==> src/include/coe_defs.vh <==
// constants for the emergency, heartbeat and identity dictionary objects
// assumes a 16-bit index and 8-bit sub-index access port in front of it
// Operation
// - bit 31 invalid flag, bit 30 zero
// - bit 29 selects extended identifier format
// - bits 28..11 zero in standard format
// - standard-only device rejects bit 29 set
// - identifier bits locked while object valid
// - identifier resets to 0x080 plus node
// - inhibit time writable, 100us units, zero
// - heartbeat period 16 bit, 1ms, zero
// - zero heartbeat period disables heartbeat
// - identity count reads 4, read only
// - sub-index 1 read-only maker code
// - revision major high, minor low half
// - major tracks protocol, minor tracks builds
// - sub-index 2 read-only product code
// - sub-index 4 read-only unit serial
`ifndef COE_DEFS_VH
`define COE_DEFS_VH

`define COE_IDX_EMERGENCY_MESSAGE_ID    16'h1014
`define COE_IDX_EMERGENCY_MESSAGE_INH   16'h1015
`define COE_IDX_HB_PERIOD  16'h1017
`define COE_IDX_IDENTITY   16'h1018

`define COE_SUB_COUNT      8'h00
`define COE_SUB_MAKER      8'h01
`define COE_SUB_PRODUCT    8'h02
`define COE_SUB_REVISION   8'h03
`define COE_SUB_SERIAL     8'h04
`define COE_IDENT_COUNT    32'h0000_0004

`define COE_EMERGENCY_MESSAGE_INVALID_BIT 31
`define COE_EMERGENCY_MESSAGE_RSVD_BIT    30
`define COE_EMERGENCY_MESSAGE_EXT_BIT     29
`define COE_EMERGENCY_MESSAGE_BASE        32'h0000_0080

`define COE_INH_RESET      16'h0000
`define COE_HB_RESET       16'h0000

`define COE_ABORT_NONE     32'h0000_0000
`define COE_ABORT_VALUE    32'h0609_0030
`define COE_ABORT_RDONLY   32'h0601_0002
`define COE_ABORT_NOOBJ    32'h0602_0000
`define COE_ABORT_NOSUB    32'h0609_0011

// timing: 100 us and 1 ms ticks at 50 MHz
`define COE_CLK_MHZ        50
`define COE_INH_UNIT_US    100
`define COE_HB_UNIT_US     1000
`define COE_INH_UNIT_CYC   (`COE_INH_UNIT_US * `COE_CLK_MHZ)
`define COE_HB_UNIT_CYC    (`COE_HB_UNIT_US * `COE_CLK_MHZ)

`endif

==> src/coe_tick.v <==
// one-cycle enable pulse divider
// assumes a single free-running clock
`timescale 1ns/1ps
`default_nettype none
module coe_tick #(
  parameter integer DIV = 50000
) (
  input  wire i_clk,
  input  wire i_rst_b,
  output reg  o_tick
);
  reg [31:0] cnt_r;

  // count up and pulse once per DIV cycles
  always @(posedge i_clk or negedge i_rst_b)
  begin
    if (!i_rst_b)
    begin
      cnt_r  <= 32'h0000_0000;
      o_tick <= 1'b0;
    end
    else if (cnt_r == DIV - 1)
    begin
      cnt_r  <= 32'h0000_0000;
      o_tick <= 1'b1;
    end
    else
    begin
      cnt_r  <= cnt_r + 32'h0000_0001;
      o_tick <= 1'b0;
    end
  end
endmodule // coe_tick
`default_nettype wire

==> src/coe_period.v <==
// period timer: pulses every PERIOD ticks, silent while PERIOD is zero
// assumes i_tick is a one-cycle enable at the unit rate
`timescale 1ns/1ps
`default_nettype none
module coe_period (
  input  wire        i_clk,
  input  wire        i_rst_b,
  input  wire        i_tick,
  input  wire [15:0] i_period,
  output reg         o_fire
);
  reg [15:0] cnt_r;

  // restart count whenever the period is zero so a new value starts fresh
  always @(posedge i_clk or negedge i_rst_b)
  begin
    if (!i_rst_b)
    begin
      cnt_r  <= 16'h0000;
      o_fire <= 1'b0;
    end
    else if (i_period == 16'h0000)
    begin
      cnt_r  <= 16'h0000;
      o_fire <= 1'b0;
    end
    else if (i_tick)
    begin
      if (cnt_r + 16'h0001 >= i_period)
      begin
        cnt_r  <= 16'h0000;
        o_fire <= 1'b1;
      end
      else
      begin
        cnt_r  <= cnt_r + 16'h0001;
        o_fire <= 1'b0;
      end
    end
    else
      o_fire <= 1'b0;
  end
endmodule // coe_period
`default_nettype wire

==> src/coe_objects.v <==
// dictionary objects: emergency identifier, inhibit time, heartbeat
// period and identity record, with abort answers on bad accesses
// assumes the transfer layer presents one access per request pulse
`timescale 1ns/1ps
`default_nettype none
`include "coe_defs.vh"
module coe_objects #(
  parameter        EXT_SUPPORT = 0,
  parameter [31:0] MAKER_CODE  = 32'h0000_0001, // arbitrary value
  parameter [31:0] PRODUCT     = 32'h0000_0001, // arbitrary value
  parameter [15:0] REV_MAJOR   = 16'h0001,      // arbitrary value
  parameter [15:0] REV_MINOR   = 16'h0001,      // arbitrary value
  parameter [31:0] SERIAL      = 32'h0000_0001, // arbitrary value
  parameter integer INH_CYC    = `COE_INH_UNIT_CYC,
  parameter integer HB_CYC     = `COE_HB_UNIT_CYC
) (
  input  wire        i_clk,
  input  wire        i_rst_b,
  input  wire [6:0]  i_node_id,
  input  wire        i_req,
  input  wire        i_wr,
  input  wire [15:0] i_index,
  input  wire [7:0]  i_sub,
  input  wire [31:0] i_wdata,
  output reg         o_ack,
  output reg  [31:0] o_rdata,
  output reg  [31:0] o_abort,
  output reg  [31:0] o_emergency_message_id,
  output wire        o_emergency_message_valid,
  output wire        o_emergency_message_ext,
  output wire [28:0] o_emergency_message_can_id,
  output reg  [15:0] o_emergency_message_inhibit,
  output wire        o_emergency_message_inh_tick,
  output reg  [15:0] o_hb_period,
  output wire        o_hb_due
);
  localparam ST_IDLE = 2'b01;
  localparam ST_INIT = 2'b10;

  reg [1:0]  st_r;
  reg [31:0] rd_nxt;
  reg [31:0] ab_nxt;
  reg        wr_id;
  reg        wr_inh;
  reg        wr_hb;
  wire       hb_tick;

  // identity record is constant, selected by sub-index
  function [31:0] ident_word;
    input [7:0] sub;
    begin
      case (sub)
        `COE_SUB_COUNT:    ident_word = `COE_IDENT_COUNT;
        `COE_SUB_MAKER:    ident_word = MAKER_CODE;
        `COE_SUB_PRODUCT:  ident_word = PRODUCT;
        `COE_SUB_REVISION: ident_word = {REV_MAJOR, REV_MINOR};
        `COE_SUB_SERIAL:   ident_word = SERIAL;
        default:           ident_word = 32'h0000_0000;
      endcase
    end
  endfunction

  // decoded identifier fields for the transmit engine
  assign o_emergency_message_valid  = ~o_emergency_message_id[`COE_EMERGENCY_MESSAGE_INVALID_BIT];
  assign o_emergency_message_ext    = o_emergency_message_id[`COE_EMERGENCY_MESSAGE_EXT_BIT];
  assign o_emergency_message_can_id = o_emergency_message_ext ? o_emergency_message_id[28:0]
                       : {18'h00000, o_emergency_message_id[10:0]};

  // access decode: read data, abort code and write strobes
  always @*
  begin
    rd_nxt = 32'h0000_0000;
    ab_nxt = `COE_ABORT_NONE;
    wr_id  = 1'b0;
    wr_inh = 1'b0;
    wr_hb  = 1'b0;
    case (i_index)
      `COE_IDX_EMERGENCY_MESSAGE_ID:
      begin
        if (i_sub != 8'h00)
          ab_nxt = `COE_ABORT_NOSUB;
        else if (!i_wr)
          rd_nxt = o_emergency_message_id;
        else if (i_wdata[`COE_EMERGENCY_MESSAGE_EXT_BIT] && (EXT_SUPPORT == 0))
          ab_nxt = `COE_ABORT_VALUE;
        else if (i_wdata[`COE_EMERGENCY_MESSAGE_RSVD_BIT])
          ab_nxt = `COE_ABORT_VALUE;
        else if (!i_wdata[`COE_EMERGENCY_MESSAGE_EXT_BIT] && (i_wdata[28:11] != 18'h0))
          ab_nxt = `COE_ABORT_VALUE;
        else if (!o_emergency_message_id[`COE_EMERGENCY_MESSAGE_INVALID_BIT] &&
                 (i_wdata[29:0] != o_emergency_message_id[29:0]))
          ab_nxt = `COE_ABORT_VALUE;
        else
          wr_id = 1'b1;
      end
      `COE_IDX_EMERGENCY_MESSAGE_INH:
      begin
        if (i_sub != 8'h00)
          ab_nxt = `COE_ABORT_NOSUB;
        else if (!i_wr)
          rd_nxt = {16'h0000, o_emergency_message_inhibit};
        else
          wr_inh = 1'b1;
      end
      `COE_IDX_HB_PERIOD:
      begin
        if (i_sub != 8'h00)
          ab_nxt = `COE_ABORT_NOSUB;
        else if (!i_wr)
          rd_nxt = {16'h0000, o_hb_period};
        else
          wr_hb = 1'b1;
      end
      `COE_IDX_IDENTITY:
      begin
        if (i_sub > `COE_SUB_SERIAL)
          ab_nxt = `COE_ABORT_NOSUB;
        else if (i_wr)
          ab_nxt = `COE_ABORT_RDONLY;
        else
          rd_nxt = ident_word(i_sub);
      end
      default:
        ab_nxt = `COE_ABORT_NOOBJ;
    endcase
  end

  // registers and answer; one init cycle loads the node-based identifier
  // because the node number is a port and may not feed the reset value
  always @(posedge i_clk or negedge i_rst_b)
  begin
    if (!i_rst_b)
    begin
      st_r           <= ST_INIT;
      o_emergency_message_id      <= `COE_EMERGENCY_MESSAGE_BASE;
      o_emergency_message_inhibit <= `COE_INH_RESET;
      o_hb_period    <= `COE_HB_RESET;
      o_ack          <= 1'b0;
      o_rdata        <= 32'h0000_0000;
      o_abort        <= `COE_ABORT_NONE;
    end
    else
    begin
      o_ack <= 1'b0;
      case (st_r)
        ST_INIT:
        begin
          o_emergency_message_id <= `COE_EMERGENCY_MESSAGE_BASE + {25'h0, i_node_id};
          st_r      <= ST_IDLE;
        end
        ST_IDLE:
        begin
          if (i_req)
          begin
            o_ack   <= 1'b1;
            o_rdata <= rd_nxt;
            o_abort <= ab_nxt;
            if (wr_id)
              o_emergency_message_id <= {i_wdata[31], 1'b0, i_wdata[29:0]};
            if (wr_inh)
              o_emergency_message_inhibit <= i_wdata[15:0];
            if (wr_hb)
              o_hb_period <= i_wdata[15:0];
          end
        end
        default:
          st_r <= ST_IDLE;
      endcase
    end
  end

  // 100 us tick for the emergency inhibit engine
  coe_tick #(.DIV(INH_CYC)) u_inh_tick (
    .i_clk   (i_clk),
    .i_rst_b (i_rst_b),
    .o_tick  (o_emergency_message_inh_tick)
  );

  // 1 ms tick feeding the heartbeat period timer
  coe_tick #(.DIV(HB_CYC)) u_hb_tick (
    .i_clk   (i_clk),
    .i_rst_b (i_rst_b),
    .o_tick  (hb_tick)
  );

  coe_period u_hb (
    .i_clk    (i_clk),
    .i_rst_b  (i_rst_b),
    .i_tick   (hb_tick),
    .i_period (o_hb_period),
    .o_fire   (o_hb_due)
  );
endmodule // coe_objects
`default_nettype wire

==> config.mk <==
export PLATFORM = sky130hd
export DESIGN_NAME = coe_objects
export DESIGN_NICKNAME = d
export VERILOG_FILES = /design/src/coe_tick.v /design/src/coe_period.v /design/src/coe_objects.v
export VERILOG_INCLUDE_DIRS = /design/src /design/src/include
export SDC_FILE = /design/constraint.sdc
export NUM_CORES = 1
export LEC_CHECK = 0
export BUFFER_PORTS_ARGS = -buffer_cell sky130_fd_sc_hd__buf_4
export CORE_MARGIN = 1.5
export CORE_UTILIZATION = 49
export CTS_CLUSTER_DIAMETER = 200
export DETAILED_ROUTE_END_ITERATION = 10
export HOLD_SLACK_MARGIN = 0.15
export PLACE_DENSITY = 0.71
export SLEW_MARGIN = 20
export SYNTH_ARGS = -nofsm -noshare
export SYNTH_HDL_FRONTEND = slang
export SYNTH_HIERARCHICAL = 1
export SYNTH_SLANG_ARGS = --single-unit
==> constraint.sdc <==
create_clock -name i_clk -period 6.32 [get_ports i_clk]
set_clock_uncertainty 0.05 [all_clocks]
set_input_delay 0.948 -clock i_clk [delete_from_list [all_inputs] [get_ports i_clk]]
set_output_delay 0.948 -clock i_clk [all_outputs]
set_load 0.01 [all_outputs]
==> After elaboration in Yosys (flattened, before gate mapping) <==
Index checks and enable logic that the tools add are counted.
{ "totals": {"regBits": 214, "in_bits": 67} }
{ "classes": {"mux": 47, "n_eq_ne": 15, "reduce_logical": 16, "bitwise_logic": 1, "magnitude_cmp": 2, "n_addsub": 4} }
{ "ops": {"columns": ["operator", "count"], "rows": [
  ["27-bit two-way mux", 9],
  ["32-bit two-way mux", 6],
  ["32-bit case mux with 4 select lines", 1],
  ["16-bit two-way mux", 7],
  ["32-bit case mux with 3 select lines", 1],
  ["32-bit by 1-bit adder with 32-bit output (second input constant)", 2],
  ["16-bit by 13-bit equality test with 1-bit output (second input constant)", 4],
  ["32-bit case mux with 2 select lines", 1],
  ["17-bit case mux with 3 select lines", 1],
  ["17-bit two-way mux", 2],
  ["32-bit by 13-bit equality test with 1-bit output (second input constant)", 1],
  ["32-bit by 16-bit equality test with 1-bit output (second input constant)", 1],
  ["30-bit != test", 1],
  ["29-bit two-way mux", 1],
  ["1-bit two-way mux", 18],
  ["18-bit nonzero test", 1],
  ["16-bit by 1-bit adder with 16-bit output (second input constant)", 1],
  ["8-bit by 2-bit equality test with 1-bit output (second input constant)", 2],
  ["16-bit >= comparator", 1],
  ["16-bit logical NOT", 1],
  ["8-bit by 7-bit adder with 9-bit output (first input constant)", 1],
  ["3-bit AND reduction", 3],
  ["8-bit by 1-bit equality test with 1-bit output (second input constant)", 1],
  ["8-bit by 3-bit equality test with 1-bit output (second input constant)", 1],
  ["other kinds (13)", 17]
]} }

==> Logic depth before layout (Yosys ltp) <==
{ "depth": {"depth_word": 12, "depth_mapped": 12, "depth_no_buf": 11} }

==> By module <==
Netlist, hierarchy kept.
{ "by_module_without_submodules": {"columns": ["module", "cells_each", "n_inst", "area_per_inst_um2"], "rows": [
  ["coe_objects", 465, 1, 5336.4],
  ["coe_tick (u_inh_tick)", 140, 1, 1565.3],
  ["coe_tick (u_hb_tick)", 141, 1, 1549.0],
  ["coe_period", 167, 1, 1360.1]
]} }

==> Least setup slack after synthesis <==
Ideal clock, no wire load.
{ "synth_path": {"path_type": "in2reg", "from": "in i_index[5]", "to": "reg o_hb_period[10]", "n_path_buf": 2, "stages": 7, "arrival_time_ns": 2.780, "setup_slack_ns": 3.365, "setup_ns": 0.125, "t_required_ns": 6.145, "cell_sequence": "or4b_4 nor4_4 nand4_1 or2_1 buf_6 buf_12 mux2_4"} }
{ "synth_via": {"elab_chain_cells": 3} }
{ "synth_lines": {"columns": ["element", "line_no", "rtl"], "rows": [
  ["start, declared", "coe_objects.v:22", "input wire [15:0] i_index,"],
  ["16-bit by 13-bit equality test with 1-bit output", "coe_objects.v:77", "case (i_index)"],
  ["1-bit two-way mux", "coe_objects.v:77", null],
  ["3-bit AND reduction (no line)", null, null],
  ["end signal, assigned", "coe_objects.v:137", "o_hb_period <= `COE_HB_RESET;"],
  ["end signal, assigned", "coe_objects.v:163", "o_hb_period <= i_wdata[15:0];"],
  ["end, declared", "coe_objects.v:34", "output reg [15:0] o_hb_period,"]
]} }
No other way between the ends.
A chain may end at the register's enable or synchronous reset.

==> Final worst setup path <==
{ "layout_path": {"from": "reg u_hb.cnt_r[0]", "to": "reg u_hb.cnt_r[7]"} }
{ "layout_via": {"elab_chain_cells": 5} }
{ "layout_lines": {"columns": ["element", "line_no", "rtl"], "rows": [
  ["start, declared", "coe_period.v:12", "reg [15:0] cnt_r;"],
  ["start signal, assigned", "coe_period.v:36", "cnt_r <= cnt_r + 16'h0001;"],
  ["16-bit by 1-bit adder with 16-bit output *", "coe_period.v:29, coe_period.v:36", null],
  ["16-bit >= comparator", "coe_period.v:29", "if (cnt_r + 16'h0001 >= i_period)"],
  ["16-bit two-way mux *", "coe_period.v:29", null],
  ["16-bit two-way mux *", "coe_period.v:27", "else if (i_tick)"],
  ["16-bit two-way mux *", "coe_period.v:22", "else if (i_period == 16'h0000)"]
]} }
Every way passes the cells marked *; elsewhere a longest branch is shown, timed or not. The select of a mux whose other input is x is not followed.

==> impl_metrics.csv <==
group,metric,value,unit
final_layout,final_util,0.611,
outcome,outcome,"complete, no violations",
setup_path,crit_path_end_kind,"flip-flop",
clock_tree,holdBufCountCts,0,
logic_synthesis,async_reset_ff_frac,1.00,
place,gp_congestion,0.852,
clock_tree,clkTransAtPathRegs,0.07,ns
setup_path,cp-start-kind,"flip-flop",
sta,rsz0062_at_grt,"false",
floorplan,rows,51,
clock_tree,cts_setup_buffers,0,
clock_tree,h-tree-depth,4,
floorplan,die-height,145,um
power_and_ir_drop,p_leak,0.00575,uW
routing,drt-total-wl,25800,um
final_layout,fillerInstances,1682,
global_routing,top_usage_layer,"met2",
global_routing,grt_max_degree,101,
global_routing,use_met1,0.318,
final_layout,antenna_cells,0,
setup_path,crit_type,"reg2reg",
setup_path,crit_buf_inv,1,
setup_path,cp.arrival,3.86,ns
sta,postLayoutSetupSlackWorst,2.73,ns
routing,drc,0,
place,io_buffers,203,
setup_path,max_stage_delay,0.70,ns
setup_path,cp.required,6.60,ns
floorplan,core-area,0.0195,sq mm
clock_tree,cts_buffers,17,
floorplan,die_area,0.0209,sq mm
final_layout,final_layout_size_suffix_gt1_frac,0.281,
global_routing,grt_pass1_vias,7066,
logic_synthesis,syn_area,0.00981,sq mm
sta,timing.final.crit_share,0.567,
power_and_ir_drop,peakVddDrop,0.000187,V
global_routing,met2_usage,0.426,
global_routing,antenna_found_initial,0,
setup_path,critical-path-slowest-cell,"nand4b_1",
clock_tree,clock_sinks,187,
setup_path,cp_max_fo,15,
sta,slew-limit-headroom,0.365,
routing,wl_per_cell,18.8,um
place,pre_cts_slack,2.60,ns
setup_path,critical_path.top_delay_family,"simple AND/OR/NAND/NOR gates",
floorplan,ios,229,
logic_synthesis,ys_ff_latch,187,
routing,first_pass_iters,4,
power_and_ir_drop,total_power,2500,uW
logic_synthesis,synth_warnings,6,
clock_tree,cts.path.max_buffers,2,
global_routing,grt_pass1_wl,39200,um
floorplan,die_w,145,um
setup_path,path_cells,"ha_1 -> and3_4 -> and3_1 -> xnor2_1 -> inv_1 -> ha_1 -> nand4_1 -> nor3_1 -> nor3_1 -> nand4b_1 -> o21ai_0",
global_routing,track_usage,0.250,
routing,vias,7428,
sta,period_minus_slack,3.59,ns
logic_synthesis,synth_edf_count,0,
routing,ant_nets,0,
run,cap_viol_max_count,0,
global_routing,grt_util_met3,0.0579,
floorplan,initial_core_util,0.502,
logic_synthesis,synthTopCellsByArea,"dfrtp_1 47%, xnor2_1 7.4%, mux2_2 4.0%",
sta,worstMarginPinSlew,0.953,ns
sta,drv_slew,0,
sta,setup_viol_count_final,0,
place,dp_hpwl,19200,um
final_layout,syn2layout_area_growth,21.7,%
power_and_ir_drop,cellPowerDensity,209,mW/mm^2
logic_synthesis,post-synth-top-area-cell,"dfrtp_1",
clock_tree,clock_latency,0.43,ns
clock_tree,ctsRootBufferMaster,"clkbuf_16",
clock_tree,cts_resized,0,
sta,tns,0,ns
logic_synthesis,seq_area_frac_synth,0.477,
global_routing,overflow,0,
logic_synthesis,yosys.area.top_type_share,0.472,
sta,hold_viol_final,0,
sta,fmax,279,MHz
final_layout,nets,1181,
logic_synthesis,yosysUniqueCellTypes,67,
routing,viasPerCell,5.41,
routing,drt_iter0_drc,356,
clock_tree,cts_tree,"done",
logic_synthesis,synth_area_per_cell,10.7,sq um
logic_synthesis,synth_ff_type,"dfrtp_1",
logic_synthesis,synthCells,913,
setup_path,ff2ff_setup_slack,2.73,ns
worst_hold_path,hold_class,"reg2reg",
[area by class of cell]
type	instances	area [sq um]	area share
Inverter	41	154	0.0129
Timing Repair Buffer	206	1550	0.130
Sequential cell	187	4680	0.392
Tap cell	265	332	0.0278
Clock buffer	20	447	0.0374
Clock inverter	12	165	0.0138
Multi-Input combinational cell	642	4610	0.386
[power breakdown]
part / internal (uW) / switching [uW] / leakage, uW
Sequential: 1210 / 17.6 / 0.00254
Clock: 639 / 463 / 0.000293
Combinational: 78.8 / 95.0 / 0.00291
Total: 1930 / 576 / 0.00575
[state kept, by name (all words and copies together), names as in the netlist]
name                         count
u_hb/cnt_r                      16
u_hb_tick/cnt_r                 32
o_hb_period                     16
o_ack                            1
u_inh_tick/cnt_r                32
u_hb/o_fire                      1
o_emergency_message_id          31
u_hb_tick/o_tick                 1
u_inh_tick/o_tick                1
o_emergency_message_inhibit     16
o_abort                          7
o_rdata                         31
st_r                             2
[worst paths after layout]
path | start | depth (start not counted) | to
setup reg to reg | u_hb/cnt_r[0] | 11 | u_hb/cnt_r[7]
min in group asynchronous | i_rst_b | 1 | u_hb/cnt_r[15]
setup / recovery | u_hb/cnt_r[0] | 11 | u_hb/cnt_r[7]
hold reg to reg | o_abort[1] | 2 | o_abort[1]
max in group asynchronous | i_rst_b | 2 | o_emergency_message_id[22]
hold / removal | o_abort[1] | 2 | o_abort[1]
[cells by family (layout without fill, tap and decap cells)]
| family | count (synthesis) | after routing | synth area share |
|---|---|---|---|
| simple gates | 328 | 328 | 0.199 |
| buf+inv | 109 | 279 | 0.0626 |
| compound gates | 104 | 104 | 0.0717 |
| mux | 62 | 62 | 0.0733 |
| xor+xnor | 102 | 102 | 0.0911 |
| flops | 187 | 187 | 0.477 |
| fa+ha+maj | 19 | 19 | 0.0242 |
| other cells | 2 | 27 | 0.000765 |
[through the flow]
step                area (sq um)  hold slack, ns  instances
finish                     11900           0.419       1373
global route               11900           0.445       1373
CTS                        11900           0.424       1373
detailed placement         11300           0.409       1341
global placement           11300           0.407       1341
floorplan                   9900           0.397        938
[layout by cell type (no fill, tap or decap), types with 17 or more instances in the layout]
master | synthesis | final
nand3_1 | 40 | 40
a22o_1 | 30 | 30
buf_4 | 44 | 205
inv_1 | 40 | 40
mux2_2 | 35 | 35
conb_1 | 2 | 27
and2_1 | 43 | 43
xor2_1 | 19 | 19
dfrtp_1 | 185 | 185
clkbuf_16 | 0 | 17
ha_1 | 19 | 19
nor2_1 | 32 | 32
nor4_1 | 23 | 23
o21ai_0 | 31 | 31
nand4_1 | 37 | 37
xnor2_1 | 83 | 83
nand2_1 | 67 | 67
[tightest hold or removal path: stages, from the launching register on]
cell	delay, ns
dfrtp_1	0.34
nand2_1	0.05
nand2_1	0.05
[layer usage]
layer / part of all wire / wire length, um
met5: 0 / 0
met4: 0.012 / 317
met3: 0.072 / 1850
met2: 0.49 / 12800
met1: 0.42 / 10900
[synthesized netlist by cell type (all sizes together), types with 30 or more instances]
cell type,instances
buf,55
nand2,67
and2,43
a22o,30
nand4,40
nand3,40
xnor2,83
dfrtp,185
nor2,36
mux2,46
o21ai,45
inv,40
(Power assumes the default switching activity.)
